==> src/logic/pdc_defs.vh <==
// register indices, address ranges, field positions, alu function codes and reset values for the cell
`ifndef PDC_DEFS_VH
`define PDC_DEFS_VH

// working registers and cell control on the system bus
`define PDC_REG_A0 8'h00
`define PDC_REG_A1 8'h01
`define PDC_REG_D0 8'h02
`define PDC_REG_D1 8'h03
`define PDC_REG_F0 8'h04
`define PDC_REG_F1 8'h05
`define PDC_REG_CTL 8'h06
`define PDC_REG_STAT 8'h07
`define PDC_REG_DPCFG 8'h08
`define PDC_REG_CMASK 8'h09
`define PDC_REG_POLY 8'h0a
`define PDC_REG_MSB 8'h0b
`define PDC_REG_OSEL0 8'h0c
`define PDC_REG_OSEL1 8'h0d
`define PDC_REG_OSEL2 8'h0e
`define PDC_REG_OMASK 8'h0f
// configuration memory bytes 0x10..0x1f, array config 0x40..0x5f and 0x60..0x7f
`define PDC_CRAM_HI 4'h1
`define PDC_PLD0_HI 3'h2
`define PDC_PLD1_HI 3'h3

// dpcfg fields
`define PDC_DPCFG_F0OUT 0
`define PDC_DPCFG_F1OUT 1
`define PDC_DPCFG_CHAIN 2
// msb register fields
`define PDC_MSB_CMP1SEL 3

// configuration word fields
`define PDC_CW_FUNC 2:0
`define PDC_CW_SRCA 3
`define PDC_CW_SRCB 5:4
`define PDC_CW_SHIFT 7:6
`define PDC_CW_DEST 9:8
`define PDC_CW_CIREG 10
`define PDC_CW_SIREG 11
`define PDC_CW_F0EN 12
`define PDC_CW_F1EN 13
`define PDC_CW_MASK 14
`define PDC_CW_FTOA 15

// alu functions
`define PDC_FN_PASS 3'h0
`define PDC_FN_INC 3'h1
`define PDC_FN_DEC 3'h2
`define PDC_FN_ADD 3'h3
`define PDC_FN_SUB 3'h4
`define PDC_FN_AND 3'h5
`define PDC_FN_OR 3'h6
`define PDC_FN_XOR 3'h7

// reset values
`define PDC_MSB_RST 8'h07
`define PDC_MASK_RST 8'hff

`endif

==> src/logic/pdc_cell.v <==
// programmable digital cell: two sum-of-products arrays, fifos and an 8-bit datapath
// Function
// RULE_01: each array takes twelve routing inputs into eight product terms
// RULE_02: a term ANDs one to twelve inputs, each true or complemented
// RULE_03: each output ORs up to eight terms, same OR width everywhere
// RULE_04: each array output is selectable registered or combinational
// RULE_05: the cell holds exactly two arrays and one datapath
// RULE_06: 8-bit alu does one operation per clock, plus compares and conditions
// RULE_07: accumulators, data registers and fifos are bus readable and writable
// RULE_08: accumulators are alu sources, sinks and compare inputs; data regs only sources
// RULE_09: two four-byte fifos load regs or capture accumulator or alu values
// RULE_10: each fifo is independently an input or an output buffer
// RULE_11: fifo status can be selected onto the datapath outputs
// RULE_12: eight-entry 16-bit configuration memory, one datapath function each
// RULE_13: routing address picks the active entry, may change every cycle
// RULE_14: alu does inc, dec, add, sub, and, or, xor, pass
// RULE_15: shift left, shift right, swap and OR mask apply after any operation
// RULE_16: two masked comparators over accumulators and data registers
// RULE_17: zero, all-ones and overflow detection
// RULE_18: selected conditions drive the six datapath outputs
// RULE_19: programmable msb position for arithmetic and shifts
// RULE_20: one crc or pseudo random step per cycle with programmable polynomial
// RULE_21: carry, shift data and compares chain to neighbouring cells
// RULE_22: carry and shift-out are registered and selectable later
// RULE_23: status is read-only routing state; control bits drive routing
// RULE_24: fifos flag empty and full; bad push or pop changes nothing
// RULE_25: reset clears registered array outputs, fifos and config address
`timescale 1ns/1ps
`include "pdc_defs.vh"

// one sum-of-products array with its own configuration store
module pdc_pld #(
  parameter NIN = 12,
  parameter NPT = 8,
  parameter NOUT = 4
) (
  // clock and reset
  input wire clk,
  input wire rst,
  // routing side
  input wire [NIN-1:0] pin,
  output reg [NOUT-1:0] pout,
  // configuration write port
  input wire cfg_we,
  input wire [4:0] cfg_addr,
  input wire [7:0] cfg_wdata
);
  localparam NB = (2*NIN+7)/8;
  reg [8*NB-1:0] term_q [0:NPT-1];
  reg [NPT-1:0] or_q [0:NOUT-1];
  reg [NOUT-1:0] regsel_q;
  reg [NOUT-1:0] state_q;
  reg [NPT-1:0] pt;
  reg [NOUT-1:0] sop;
  integer t, k;
  // separate loop indices for the combinational block, so no variable has two drivers
  integer ct, ci, ck;

  // configuration writes: term bytes, then or masks, then register select
  always @(posedge clk) begin
    if (rst) begin
      for (t = 0; t < NPT; t = t + 1) term_q[t] <= {8*NB{1'b0}};
      for (t = 0; t < NOUT; t = t + 1) or_q[t] <= {NPT{1'b0}};
      regsel_q <= {NOUT{1'b0}};
    end else if (cfg_we) begin
      for (t = 0; t < NPT; t = t + 1) begin
        for (k = 0; k < NB; k = k + 1) begin
          if ({27'h0, cfg_addr} == t*NB + k) term_q[t][8*k +: 8] <= cfg_wdata;
        end
      end
      for (t = 0; t < NOUT; t = t + 1) begin
        if ({27'h0, cfg_addr} == NPT*NB + t) or_q[t] <= cfg_wdata[NPT-1:0];
      end
      if ({27'h0, cfg_addr} == NPT*NB + NOUT) regsel_q <= cfg_wdata[NOUT-1:0];
    end
  end

  // product terms; a term that uses no input stays low
  always @* begin
    for (ct = 0; ct < NPT; ct = ct + 1) begin
      pt[ct] = |term_q[ct][2*NIN-1:0]; // RULE_02
      for (ci = 0; ci < NIN; ci = ci + 1) begin
        if (term_q[ct][2*ci] && !pin[ci]) pt[ct] = 1'b0; // RULE_01 RULE_02
        if (term_q[ct][2*ci+1] && pin[ci]) pt[ct] = 1'b0; // RULE_02
      end
    end
    for (ck = 0; ck < NOUT; ck = ck + 1) begin
      sop[ck] = |(pt & or_q[ck]); // RULE_03
      pout[ck] = regsel_q[ck] ? state_q[ck] : sop[ck]; // RULE_04
    end
  end

  // registered outputs clear on reset
  always @(posedge clk) begin
    if (rst) state_q <= {NOUT{1'b0}}; // RULE_25
    else state_q <= sop; // RULE_04
  end
endmodule // pdc_pld

// small circular fifo with honest empty and full
module pdc_fifo #(
  parameter W = 8,
  parameter D = 4,
  parameter AW = 2
) (
  input wire clk,
  input wire rst,
  input wire push,
  input wire [W-1:0] din,
  input wire pop,
  output wire [W-1:0] dout,
  output wire empty,
  output wire full
);
  reg [W-1:0] mem [0:D-1];
  reg [AW-1:0] wp_q;
  reg [AW-1:0] rp_q;
  reg [AW:0] cnt_q;
  wire do_push = push && !full; // RULE_24
  wire do_pop = pop && !empty; // RULE_24
  localparam [AW:0] DEPTH = D;

  assign dout = mem[rp_q];
  assign empty = (cnt_q == {(AW+1){1'b0}}); // RULE_24
  assign full = (cnt_q == DEPTH); // RULE_24

  // pointers and count
  always @(posedge clk) begin
    if (rst) begin
      wp_q <= {AW{1'b0}}; // RULE_25
      rp_q <= {AW{1'b0}};
      cnt_q <= {(AW+1){1'b0}};
    end else begin
      if (do_push) mem[wp_q] <= din;
      if (do_push) wp_q <= wp_q + 1'b1;
      if (do_pop) rp_q <= rp_q + 1'b1;
      if (do_push && !do_pop) cnt_q <= cnt_q + 1'b1;
      else if (do_pop && !do_push) cnt_q <= cnt_q - 1'b1;
    end
  end
endmodule // pdc_fifo

// the cell: two arrays, datapath, fifos, status and control
module pdc_cell (
  // clock and reset
  input wire clk,
  input wire rst,
  // system bus
  input wire [7:0] bus_addr,
  input wire bus_wr,
  input wire bus_rd,
  input wire [7:0] bus_wdata,
  output reg [7:0] bus_rdata_q,
  // array routing
  input wire [11:0] pld_in_0,
  input wire [11:0] pld_in_1,
  output wire [3:0] pld_out_0,
  output wire [3:0] pld_out_1,
  // datapath routing
  input wire [2:0] dp_cfg_addr,
  input wire dp_si,
  output reg [5:0] dp_out_q,
  // chaining from and to neighbours
  input wire chain_ci,
  input wire chain_si,
  input wire chain_eq,
  input wire chain_lt,
  output reg chain_co_q,
  output reg chain_so_q,
  output reg chain_eq_q,
  output reg chain_lt_q,
  // status and control routing
  input wire [7:0] status_in,
  output reg [7:0] ctl_out_q
);
  reg [7:0] a0_q, a1_q, d0_q, d1_q;
  reg [7:0] dpcfg_q, cmask_q, poly_q, msb_q, omask_q;
  reg [23:0] osel_q;
  reg [15:0] cram [0:7];
  reg [2:0] cfg_addr_q;
  reg co_q, so_q, ov_q;
  reg [8:0] sum9;
  reg [7:0] sh, rd_d;
  reg so;
  integer j, m;

  // two arrays share the bus write port
  wire pld0_we = bus_wr && (bus_addr[7:5] == `PDC_PLD0_HI);
  wire pld1_we = bus_wr && (bus_addr[7:5] == `PDC_PLD1_HI);
  pdc_pld #(.NIN(12), .NPT(8), .NOUT(4)) u_pld0 ( // RULE_05
    .clk(clk), .rst(rst), .pin(pld_in_0), .pout(pld_out_0),
    .cfg_we(pld0_we), .cfg_addr(bus_addr[4:0]), .cfg_wdata(bus_wdata));
  pdc_pld #(.NIN(12), .NPT(8), .NOUT(4)) u_pld1 ( // RULE_05
    .clk(clk), .rst(rst), .pin(pld_in_1), .pout(pld_out_1),
    .cfg_we(pld1_we), .cfg_addr(bus_addr[4:0]), .cfg_wdata(bus_wdata));

  // active configuration word and its fields
  wire [15:0] cw = cram[cfg_addr_q]; // RULE_13
  wire [2:0] fn = cw[`PDC_CW_FUNC];
  wire [2:0] msb = msb_q[2:0];
  wire [7:0] wm = 8'hff >> (3'h7 - msb); // RULE_19
  wire chain_en = dpcfg_q[`PDC_DPCFG_CHAIN];
  wire f0_out = dpcfg_q[`PDC_DPCFG_F0OUT];
  wire f1_out = dpcfg_q[`PDC_DPCFG_F1OUT];

  // operand selection: a from accumulators, b from data regs or accumulators
  wire [7:0] pa = (cw[`PDC_CW_SRCA] ? a1_q : a0_q) & wm; // RULE_08
  reg [7:0] pb;
  always @* begin
    case (cw[`PDC_CW_SRCB])
      2'h0: pb = d0_q & wm; // RULE_08
      2'h1: pb = d1_q & wm;
      2'h2: pb = a0_q & wm;
      default: pb = a1_q & wm;
    endcase
  end

  // carry and serial input: registered, chained or plain
  wire cin = cw[`PDC_CW_CIREG] ? co_q : (chain_en & chain_ci); // RULE_22 RULE_21
  wire si = cw[`PDC_CW_SIREG] ? so_q : (chain_en ? chain_si : dp_si); // RULE_22 RULE_21

  // alu: one operation per clock
  always @* begin
    case (fn)
      `PDC_FN_INC: sum9 = {1'b0, pa} + 9'h001; // RULE_14
      `PDC_FN_DEC: sum9 = {1'b0, pa} - 9'h001;
      `PDC_FN_ADD: sum9 = {1'b0, pa} + {1'b0, pb} + {8'h00, cin}; // RULE_06
      `PDC_FN_SUB: sum9 = {1'b0, pa} - {1'b0, pb} - {8'h00, cin};
      `PDC_FN_AND: sum9 = {1'b0, pa & pb};
      `PDC_FN_OR: sum9 = {1'b0, pa | pb};
      `PDC_FN_XOR: sum9 = {1'b0, pa ^ pb};
      default: sum9 = {1'b0, pa}; // pass
    endcase
  end
  wire [7:0] alu = sum9[7:0] & wm;
  wire arith = (fn == `PDC_FN_INC) || (fn == `PDC_FN_DEC) ||
               (fn == `PDC_FN_ADD) || (fn == `PDC_FN_SUB);
  wire carry = sum9[{1'b0, msb} + 4'h1]; // RULE_19

  // signed overflow at the programmed msb
  wire sa = pa[msb];
  wire sb = pb[msb];
  wire sr = alu[msb];
  wire ov = ((fn == `PDC_FN_ADD) && (sa == sb) && (sr != sa)) || // RULE_17
            ((fn == `PDC_FN_SUB) && (sa != sb) && (sr != sa));

  // shifter after any alu function, msb aware
  always @* begin
    case (cw[`PDC_CW_SHIFT])
      2'h1: begin
        sh = ((alu << 1) | {7'h00, si}) & wm; // RULE_15
        so = alu[msb];
      end
      2'h2: begin
        sh = (alu >> 1) | ({7'h00, si} << msb); // RULE_15 RULE_19
        so = alu[0];
      end
      2'h3: begin
        sh = {alu[3:0], alu[7:4]} & wm; // RULE_15
        so = 1'b0;
      end
      default: begin
        sh = alu;
        so = 1'b0;
      end
    endcase
  end
  wire [7:0] res = (cw[`PDC_CW_MASK] ? (sh | omask_q) : sh) & wm; // RULE_15

  // crc or pseudo random step on the source accumulator
  wire fb = pa[msb] ^ si; // RULE_20
  wire [7:0] crc = ((pa << 1) ^ (fb ? poly_q : 8'h00)) & wm; // RULE_20

  // fifos: input mode fed by bus, output mode fed by datapath
  wire bus_f0 = (bus_addr == `PDC_REG_F0);
  wire bus_f1 = (bus_addr == `PDC_REG_F1);
  wire [7:0] f0_dout, f1_dout;
  wire f0_empty, f0_full, f1_empty, f1_full;
  wire f0_push = f0_out ? cw[`PDC_CW_F0EN] : (bus_wr && bus_f0); // RULE_10
  wire f0_pop = f0_out ? (bus_rd && bus_f0) : cw[`PDC_CW_F0EN]; // RULE_10
  wire f1_push = f1_out ? cw[`PDC_CW_F1EN] : (bus_wr && bus_f1); // RULE_10
  wire f1_pop = f1_out ? (bus_rd && bus_f1) : cw[`PDC_CW_F1EN]; // RULE_10
  pdc_fifo #(.W(8), .D(4), .AW(2)) u_fifo0 ( // RULE_09
    .clk(clk), .rst(rst), .push(f0_push), .din(f0_out ? res : bus_wdata),
    .pop(f0_pop), .dout(f0_dout), .empty(f0_empty), .full(f0_full));
  pdc_fifo #(.W(8), .D(4), .AW(2)) u_fifo1 ( // RULE_09
    .clk(clk), .rst(rst), .push(f1_push), .din(f1_out ? res : bus_wdata),
    .pop(f1_pop), .dout(f1_dout), .empty(f1_empty), .full(f1_full));
  wire f0_load = !f0_out && cw[`PDC_CW_F0EN] && !f0_empty;
  wire f1_load = !f1_out && cw[`PDC_CW_F1EN] && !f1_empty;

  // two masked comparators
  wire [7:0] cm = cmask_q & wm;
  wire [7:0] c1a = msb_q[`PDC_MSB_CMP1SEL] ? a0_q : a1_q;
  wire [7:0] c1b = msb_q[`PDC_MSB_CMP1SEL] ? a1_q : d1_q;
  wire ce0l = ((a0_q & cm) == (d0_q & cm)); // RULE_16
  wire cl0l = ((a0_q & cm) < (d0_q & cm)); // RULE_16
  wire ce1 = ((c1a & cm) == (c1b & cm)); // RULE_16
  wire cl1 = ((c1a & cm) < (c1b & cm)); // RULE_16
  wire ce0 = ce0l && (!chain_en || chain_eq); // RULE_21
  wire cl0 = cl0l || (ce0l && chain_en && chain_lt); // RULE_21

  // condition vector for output selection
  wire [15:0] cond = {1'b0, f1_full, f1_empty, f0_full, f0_empty, // RULE_11
                      so_q, co_q, ov_q,
                      (a1_q & wm) == wm, (a0_q & wm) == wm, // RULE_17
                      (a1_q & wm) == 8'h00, (a0_q & wm) == 8'h00, // RULE_17
                      cl1, ce1, cl0, ce0};

  // configuration address register
  always @(posedge clk) begin
    if (rst) cfg_addr_q <= 3'h0; // RULE_25
    else cfg_addr_q <= dp_cfg_addr; // RULE_13
  end

  // datapath outputs and chain outputs
  always @(posedge clk) begin
    if (rst) begin
      dp_out_q <= 6'h00;
      chain_co_q <= 1'b0;
      chain_so_q <= 1'b0;
      chain_eq_q <= 1'b0;
      chain_lt_q <= 1'b0;
    end else begin
      for (j = 0; j < 6; j = j + 1) dp_out_q[j] <= cond[osel_q[4*j +: 4]]; // RULE_18
      chain_co_q <= carry; // RULE_21
      chain_so_q <= so;
      chain_eq_q <= ce0;
      chain_lt_q <= cl0;
    end
  end

  // working registers: datapath updates, bus writes win
  always @(posedge clk) begin
    if (rst) begin
      a0_q <= 8'h00;
      a1_q <= 8'h00;
      d0_q <= 8'h00;
      d1_q <= 8'h00;
      co_q <= 1'b0;
      so_q <= 1'b0;
      ov_q <= 1'b0;
    end else begin
      if (arith) co_q <= carry; // RULE_22
      if (cw[`PDC_CW_SHIFT] != 2'h0) so_q <= so; // RULE_22
      ov_q <= ov; // RULE_17
      case (cw[`PDC_CW_DEST])
        2'h1: a0_q <= res; // RULE_08
        2'h2: a1_q <= res;
        2'h3: begin
          if (cw[`PDC_CW_SRCA]) a1_q <= crc; // RULE_20
          else a0_q <= crc;
        end
        default: ;
      endcase
      if (f0_load && cw[`PDC_CW_FTOA]) a0_q <= f0_dout; // RULE_09
      if (f0_load && !cw[`PDC_CW_FTOA]) d0_q <= f0_dout; // RULE_09
      if (f1_load && cw[`PDC_CW_FTOA]) a1_q <= f1_dout;
      if (f1_load && !cw[`PDC_CW_FTOA]) d1_q <= f1_dout;
      if (bus_wr && bus_addr == `PDC_REG_A0) a0_q <= bus_wdata; // RULE_07
      if (bus_wr && bus_addr == `PDC_REG_A1) a1_q <= bus_wdata;
      if (bus_wr && bus_addr == `PDC_REG_D0) d0_q <= bus_wdata;
      if (bus_wr && bus_addr == `PDC_REG_D1) d1_q <= bus_wdata;
    end
  end

  // setup registers and configuration memory
  always @(posedge clk) begin
    if (rst) begin
      ctl_out_q <= 8'h00;
      dpcfg_q <= 8'h00;
      cmask_q <= `PDC_MASK_RST;
      poly_q <= 8'h00;
      msb_q <= `PDC_MSB_RST;
      omask_q <= 8'h00;
      osel_q <= 24'h000000;
      for (m = 0; m < 8; m = m + 1) cram[m] <= 16'h0000;
    end else if (bus_wr) begin
      case (bus_addr)
        `PDC_REG_CTL: ctl_out_q <= bus_wdata; // RULE_23
        `PDC_REG_DPCFG: dpcfg_q <= bus_wdata;
        `PDC_REG_CMASK: cmask_q <= bus_wdata;
        `PDC_REG_POLY: poly_q <= bus_wdata;
        `PDC_REG_MSB: msb_q <= bus_wdata;
        `PDC_REG_OMASK: omask_q <= bus_wdata;
        `PDC_REG_OSEL0: osel_q[7:0] <= bus_wdata;
        `PDC_REG_OSEL1: osel_q[15:8] <= bus_wdata;
        `PDC_REG_OSEL2: osel_q[23:16] <= bus_wdata;
        default: ;
      endcase
      if (bus_addr[7:4] == `PDC_CRAM_HI) begin // RULE_12
        if (bus_addr[0]) cram[bus_addr[3:1]][15:8] <= bus_wdata;
        else cram[bus_addr[3:1]][7:0] <= bus_wdata;
      end
    end
  end

  // bus read mux; unmapped and write-only locations read zero
  always @* begin
    rd_d = 8'h00;
    case (bus_addr)
      `PDC_REG_A0: rd_d = a0_q; // RULE_07
      `PDC_REG_A1: rd_d = a1_q;
      `PDC_REG_D0: rd_d = d0_q;
      `PDC_REG_D1: rd_d = d1_q;
      `PDC_REG_F0: rd_d = f0_dout; // RULE_07
      `PDC_REG_F1: rd_d = f1_dout;
      `PDC_REG_CTL: rd_d = ctl_out_q;
      `PDC_REG_STAT: rd_d = status_in; // RULE_23
      `PDC_REG_DPCFG: rd_d = dpcfg_q;
      `PDC_REG_CMASK: rd_d = cmask_q;
      `PDC_REG_POLY: rd_d = poly_q;
      `PDC_REG_MSB: rd_d = msb_q;
      `PDC_REG_OSEL0: rd_d = osel_q[7:0];
      `PDC_REG_OSEL1: rd_d = osel_q[15:8];
      `PDC_REG_OSEL2: rd_d = osel_q[23:16];
      `PDC_REG_OMASK: rd_d = omask_q;
      default: begin
        if (bus_addr[7:4] == `PDC_CRAM_HI)
          rd_d = bus_addr[0] ? cram[bus_addr[3:1]][15:8] : cram[bus_addr[3:1]][7:0];
      end
    endcase
  end

  // read data registered one cycle after the strobe
  always @(posedge clk) begin
    if (rst) bus_rdata_q <= 8'h00;
    else if (bus_rd) bus_rdata_q <= rd_d;
  end
endmodule // pdc_cell

==> config.mk <==
export PLATFORM = sky130hd
export DESIGN_NAME = pdc_cell
export DESIGN_NICKNAME = d
export VERILOG_FILES = /design/src/logic/pdc_cell.v
export VERILOG_INCLUDE_DIRS = /design/src /design/src/logic
export SDC_FILE = /design/constraint.sdc
export NUM_CORES = 2
export LEC_CHECK = 0
export ABC_CLOCK_PERIOD_IN_PS = 9500
export BUFFER_PORTS_ARGS = -buffer_cell sky130_fd_sc_hd__buf_2
export CAP_MARGIN = 20
export CORE_AREA = 2 2 263 329
export CTS_CLUSTER_SIZE = 12
export DETAILED_ROUTE_END_ITERATION = 10
export DIE_AREA = 0 0 265 331
export GPL_TIMING_DRIVEN = 0
export PLACE_DENSITY_LB_ADDON = 0.2
export SLEW_MARGIN = 0
export SYNTH_ARGS = -nofsm -noshare
export SYNTH_HDL_FRONTEND = slang
export SYNTH_HIERARCHICAL = 1
export SYNTH_SLANG_ARGS = --single-unit
export TNS_END_PERCENT = 1
==> constraint.sdc <==
create_clock -name clk -period 9.5 [get_ports clk]
set_input_delay 0 -clock clk [delete_from_list [all_inputs] [get_ports clk]]
set_output_delay 0 -clock clk [all_outputs]
set_load 0.005 [all_outputs]
; ---- Yosys cells after proc, flatten, opt, wreduce, memory -nomap -nowiden
; Memory sizes are Yosys's and may differ from the RTL's. A register that Yosys moved wholly into a read port is not among the register bits.
; Index checks and enable logic that the tools add are counted.
[op_classes]
add_sub_neg = 16
shift = 2
n_bitwise = 88
n_eq_ne = 72
n_lt_le_gt_ge = 10
n_mux = 727
n_reduce_logical = 511
[ops]
columns = cell, count
row1 = 2-to-1 mux 1 bit, 623
row2 = 2-to-1 mux 8 bit, 75
row3 = logical AND 1 bit, 417
row4 = OR reduction 24 bit, 16
row5 = AND 8 bit, 24
row6 = case mux 8 bit (16 select lines), 1
row7 = "== test 5 bit, second input constant", 13
row8 = "== test 8 x 4 -> 1 bit, second input constant", 8
row9 = OR reduction 8 bit, 8
row10 = case mux 9 bit (7 select lines), 1
row11 = OR 1 bit, 56
row12 = case mux 8 bit (3 select lines), 2
row13 = "== test 5 x 4 -> 1 bit, second input constant", 8
row14 = logical NOT 1 bit, 36
row15 = "< comparator 4 x 5 -> 1 bit, second input constant", 7
row16 = "== test 8 x 3 -> 1 bit, second input constant", 4
row17 = == test 8 bit, 4
row18 = case mux 8 bit (2 select lines), 2
row19 = binary-select mux 1 bit (select 4 bit), 7
row20 = AND reduction 2 bit, 13
row21 = logical NOT 8 bit, 3
row22 = "== test 5 x 3 -> 1 bit, second input constant", 4
row23 = "== test 3 bit, second input constant", 6
row24 = 2-to-1 mux 3 bit, 6
row25 = 44 further kinds, 82
[word_totals]
elab_cells = 1465
in_bits = 60
out_inout_bits = 34
ff_bits = 155
memories = 7
mem_bits_rw = 640
[mem_list]
columns = name, words, width, read_ports, rd_ports_with_merged_regs, wr, line_no
row1 = u_pld0.term_q, 8, 24, 8, 0, 8, pdc_cell.v:49  ; reg [8*NB-1:0] term_q [0:NPT-1];
row2 = u_pld1.term_q, 8, 24, 8, 0, 8, pdc_cell.v:49
row3 = cram, 8, 16, 2, 1, 8, pdc_cell.v:179  ; reg [15:0] cram [0:7];
row4 = u_fifo0.mem, 4, 8, 1, 1, 1, pdc_cell.v:115  ; reg [W-1:0] mem [0:D-1];
row5 = u_fifo1.mem, 4, 8, 1, 1, 1, pdc_cell.v:115
row6 = u_pld0.or_q, 4, 8, 4, 0, 4, pdc_cell.v:50  ; reg [NPT-1:0] or_q [0:NOUT-1];
row7 = +1 memories, n/a, n/a, n/a, n/a, n/a, n/a

; ---- Logic depth before layout (Yosys ltp)
[logic_depth]
depth_word = 29
mapped_depth = 23
mapped_depth_nobuf = 20

; ---- Modules after synthesis
; The synthesis kept the hierarchy.
[modules_own_cells]
columns = module, area_per_inst_um2, instances, cells_per_inst, seq_area_each_um2
row1 = pdc_cell, 18189.9, 1, 1998, 6406.1
row2 = pdc_pld (u_pld0), 10256.1, 1, 800, 6886.6
row3 = pdc_pld (u_pld1), 10218.6, 1, 798, 6886.6
row4 = pdc_fifo, 1637.8, 2, 91, 1141.1

; ---- Worst setup path before layout
; OpenSTA, ideal clock, no wires.
[synth_timing]
kind = register to register
startpoint = register with a tool-made name
endpoint = memory u_fifo0.mem[0][2], data pin
setup_time_ps = 266
synth_period_minus_slack_ps = 5136
setup_slack_ps = 4364
t_required_ps = 9234
t_arrival_ps = 4869
n_path_buf = 4
stages_incl_launch_ff = 21
path_cell_list = dfxtp_1 -> buf_6 -> buf_6 -> buf_4 -> buf_2 -> mux4_2 -> mux2i_1 -> a31o_2 -> inv_1 -> fa_1 -> fa_1 -> o21bai_1 -> a21oi_1 -> o311ai_0 -> a21oi_1 -> o31ai_1 -> a32o_1 -> nor2_2 -> a221oi_1 -> a211oi_2 -> mux2_2
[synth_lines]
columns = element, line_no
row1 = "end, declared", pdc_cell.v:115

==> results.md <==
* Cell Area, Placed at 0.04381 mm^2
* Area share of the largest cell type after synthesis at 45.82%
* Synthesized area at 0.04194 mm^2
* Post-layout nets at slightly above 4000
* Final slew viol count at 0
* Fillers at ~7300
* Post-synthesis cell type count at a little over 90
* Initial Utilization at 49.77%
* Tightest Pin Transition at 1.237 ns
* Largest area contributor in the netlist: edfxtp_1
* Post-synth EDFFs at 640
* Detail Placement HPWL at approximately 110000 um
* Vias per cell at 6.483
* Worst setup EP type: register
* FF+latch count, synth at 802
* R2R setup slack at 2.27 ns
* Clock sinks at ~800
* CTS clk-pin slew, worst paths at approximately 0.070 ns
* Maximum net fanout on the critical path at 10
* First-pass GRT wire length at 214100 um
* Syn-to-layout area delta at 10.94%
* Final Hold Viols at 0
* Internal Power at 6.527 mW
* Die area at slightly below 0.09 mm^2
* Top_reg_cell synth: edfxtp_1
* Largest net degree at the start of global routing at 27
* CP Data Required Time at 10.07 ns
* Clk pwr share at 32.3%
* Vert. Die Dim at 331 um
* Skew final at 0.03522 ns
* Count of TritonRoute iterations in the first routing pass at 6
* Vias at about 33000
* # resized after CTS at 0
* Total negative slack at 0 ns
* Most common cell in the netlist: edfxtp_1
* Crit start category: register
* R2r worst-path depth at 20
* RSZ-0062 raised after global routing: false
* Clock Latency Late Sink at 0.66 ns
* Drt drc at 0
* CTS tree: yes
* Initial antenna violation count at 5
* Top cells by area, synth: edfxtp_1 (46%), dfxtp_1 (7.7%), mux2i_1 (6.8%)
* Routed wire length at about 150000 um
* DRT iter0 DRCs at 3932
* GRT Util Overall at 33.55%
* # IOs at 94
* Placer Congestion at between 1 and 1.5
* Crit path DAT at 7.80 ns
* Sequential cell area fraction in the yosys report at 53.56%
* Status: finished, final reports clean
* Number of global-route vias before repair at 32390
* Hold WC Path Type: in -> reg
* FP Rows at 119
* Switching Share at 31.68%
* Seq. cell area at 0.02246 mm^2
* Ys async rst share at 0%
* Max clock buf depth at 3
* Layout cells sized above 1 at 10.72%
* Wire length per cell at around 29 um
* Worst Setup EP: a0_q[2]
* Combinational share of power at approximately a quarter
* Worst vdd ir at 0.1597 mV
* Static leakage at 16.29 nW
* Final setup fails at 0
* Multi-input logic area at 0.01802 mm^2
* RR Endpoint: a0_q[2]
* Crit share post-route at around three quarters
* Antenna-violating nets left at 0
* IO buf count at 66
* Core area at 0.08427 mm^2
* Tmin final at 7.228 ns
* CP Class: reg -> reg
* GR Overflow Total at 0
* Max H-tree Level at 3
* Clock Root Buffer: clkbuf_16
* Sequential Power Share at 44.0%
* Post-route cell area at about 0.047 mm^2
* P_sw at 3.027 mW
* Die X at 265 um
* Synthesized net count at 3915
* Fin util at 55.21%
* Synthesized area per cell at 11.10 um^2
* Max-Cap Viols at 0
* Post-synthesis cell count at 3778
* Power, Total at between 9 and 10 mW
* Synth warnings at 6
* Pwr Density at 205.3 mW/mm^2
* Dpl cells at between 4000 and 5000
* Non-Filler Instances at roughly 5100
* Top post-synthesis cells by count: edfxtp_1 (640), nor2_1 (552), mux2i_1 (287), nand2_1 (256), clkbuf_1 (167)
* CTS Buf Count at 83
* Relative slew margins at 17.54%
* Highest clock rate at 138.3 MHz
[critical path, cell delays in order (launching register included)]
cell and delay (ns):
dfxtp_1 0.30, buf_4 0.16, buf_2 0.34, buf_2 0.36
clkbuf_1 0.64, mux4_2 0.40, mux2i_1 0.58, nor2b_1 0.10
a31o_2 0.29, fa_1 0.51, fa_1 0.47, a21bo_2 0.23
a211oi_1 0.35, xor2_1 0.24, o21ai_0 0.11, a32o_1 0.40
nor2_2 0.15, a221oi_1 0.13, a211oi_2 0.77, a21oi_1 0.31
a221oi_2 0.32
[repair_timing]
item,CTS,global route
endpoints found under the hold margin,32,0
hold buffers,18,0
setup buffers,0,0
[metrics by stage]
| step | hold slack [ns] | setup slack, ns |
|---|---|---|
| after floorplan | 0.1282 | 4.364 |
| after global placement | 0.2247 | 2.547 |
| after detailed placement | 0.2228 | 2.569 |
| after CTS | 0.01678 | 2.558 |
| after global routing | 0.05940 | 2.235 |
| final | 0.06743 | 2.272 |
[power groups by stage]
stage | Combinational [mW] | Sequential [mW] | Clock, mW
4_1_cts | 2.21 | 4.19 | 3.11
3_3_place_gp | 2.16 | 4.26 | 0
2_1_floorplan | 1.43 | 4.17 | 0
5_1_grt | 2.41 | 4.21 | 3.24
6_report | 2.27 | 4.20 | 3.08
3_5_place_dp | 2.19 | 4.26 | 0
[per-layer routing]
metal	track usage, %	vias up	wire length, um
met1	39.53	16260	54010
li1	-	14510	-
met3	5.998	583	12430
met4	22.08	4	10920
met2	56.70	1893	71520
met5	0	-	23
[final cells by class]
class,count,share of cell area (%)
Timing Repair Buffer,112,1.541
Clock inverter,20,0.2850
Antenna cell,1,0.005378
Buffer,241,2.431
Clock buffer,128,5.090
Inverter,89,0.7207
Tap cell,1089,2.928
Multi-Input combinational cell,2646,38.72
Sequential cell,802,48.27
[sequential cells by signal, indices dropped and copies added, names as in the netlist, 4 cells and up, named ones only]
name	flops
u_pld1/term_q	192
bus_rdata_q	8
osel_q	24
dp_out_q	6
u_pld0/or_q	32
u_pld0/regsel_q	4
u_pld1/state_q	4
u_fifo1/mem	32
d1_q	8
ctl_out_q	8
omask_q	8
u_pld0/term_q	192
a1_q	8
u_pld0/state_q	4
u_pld1/regsel_q	4
poly_q	8
a0_q	8
u_fifo0/mem	32
cmask_q	8
cram	128
dpcfg_q	8
u_pld1/or_q	32
msb_q	8
d0_q	8
[worst min path at each step]
stage                              start              endpoint  slack [ns]  depth (start not counted)
after floorplan           dp_cfg_addr[0]              register        0.13                          1
after global placement    dp_cfg_addr[0]              register        0.22                          2
after detailed placement  dp_cfg_addr[2]              register        0.22                          2
after CTS                    bus_addr[0]  u_pld1/term_q[1][57]        0.02                          2
after global routing         bus_addr[0]  u_pld1/term_q[1][60]        0.06                          2
final                        bus_addr[0]  u_pld1/term_q[1][60]        0.07                          2
[cells in the final DEF, fill, tap and decap left out, types with 38 or more instances in the layout]
master and count:
clkbuf_16 85, nor2_1 552, buf_2 88, dfxtp_1 162
nor3_1 57, nand2_1 256, edfxtp_1 640, a211oi_1 38
mux2i_1 287, mux4_2 78, nand4_1 73, a221oi_1 49
mux2_2 41, nor4_1 111, inv_1 86, a21oi_1 163
nand2b_1 100, nand3_1 120, o21ai_0 113, and2_1 116
ha_1 70, clkbuf_1 202
[kinds of logic (layout without fill, tap and decap cells)]
family / Yosys count / in the layout / share of synthesized area (%)
AND/OR/NAND/NOR: 1520 / 1520 / 17.76
flip-flops: 802 / 802 / 53.56
AO/OA/AOI/OAI: 611 / 611 / 9.782
multiplexers: 412 / 412 / 12.42
buffers and inverters: 330 / 590 / 3.496
adder cells (fa/ha/maj): 77 / 77 / 2.422
XOR/XNOR: 26 / 26 / 0.5609
other: 0 / 1 / 0
Power figures use the tool's default switching activity.
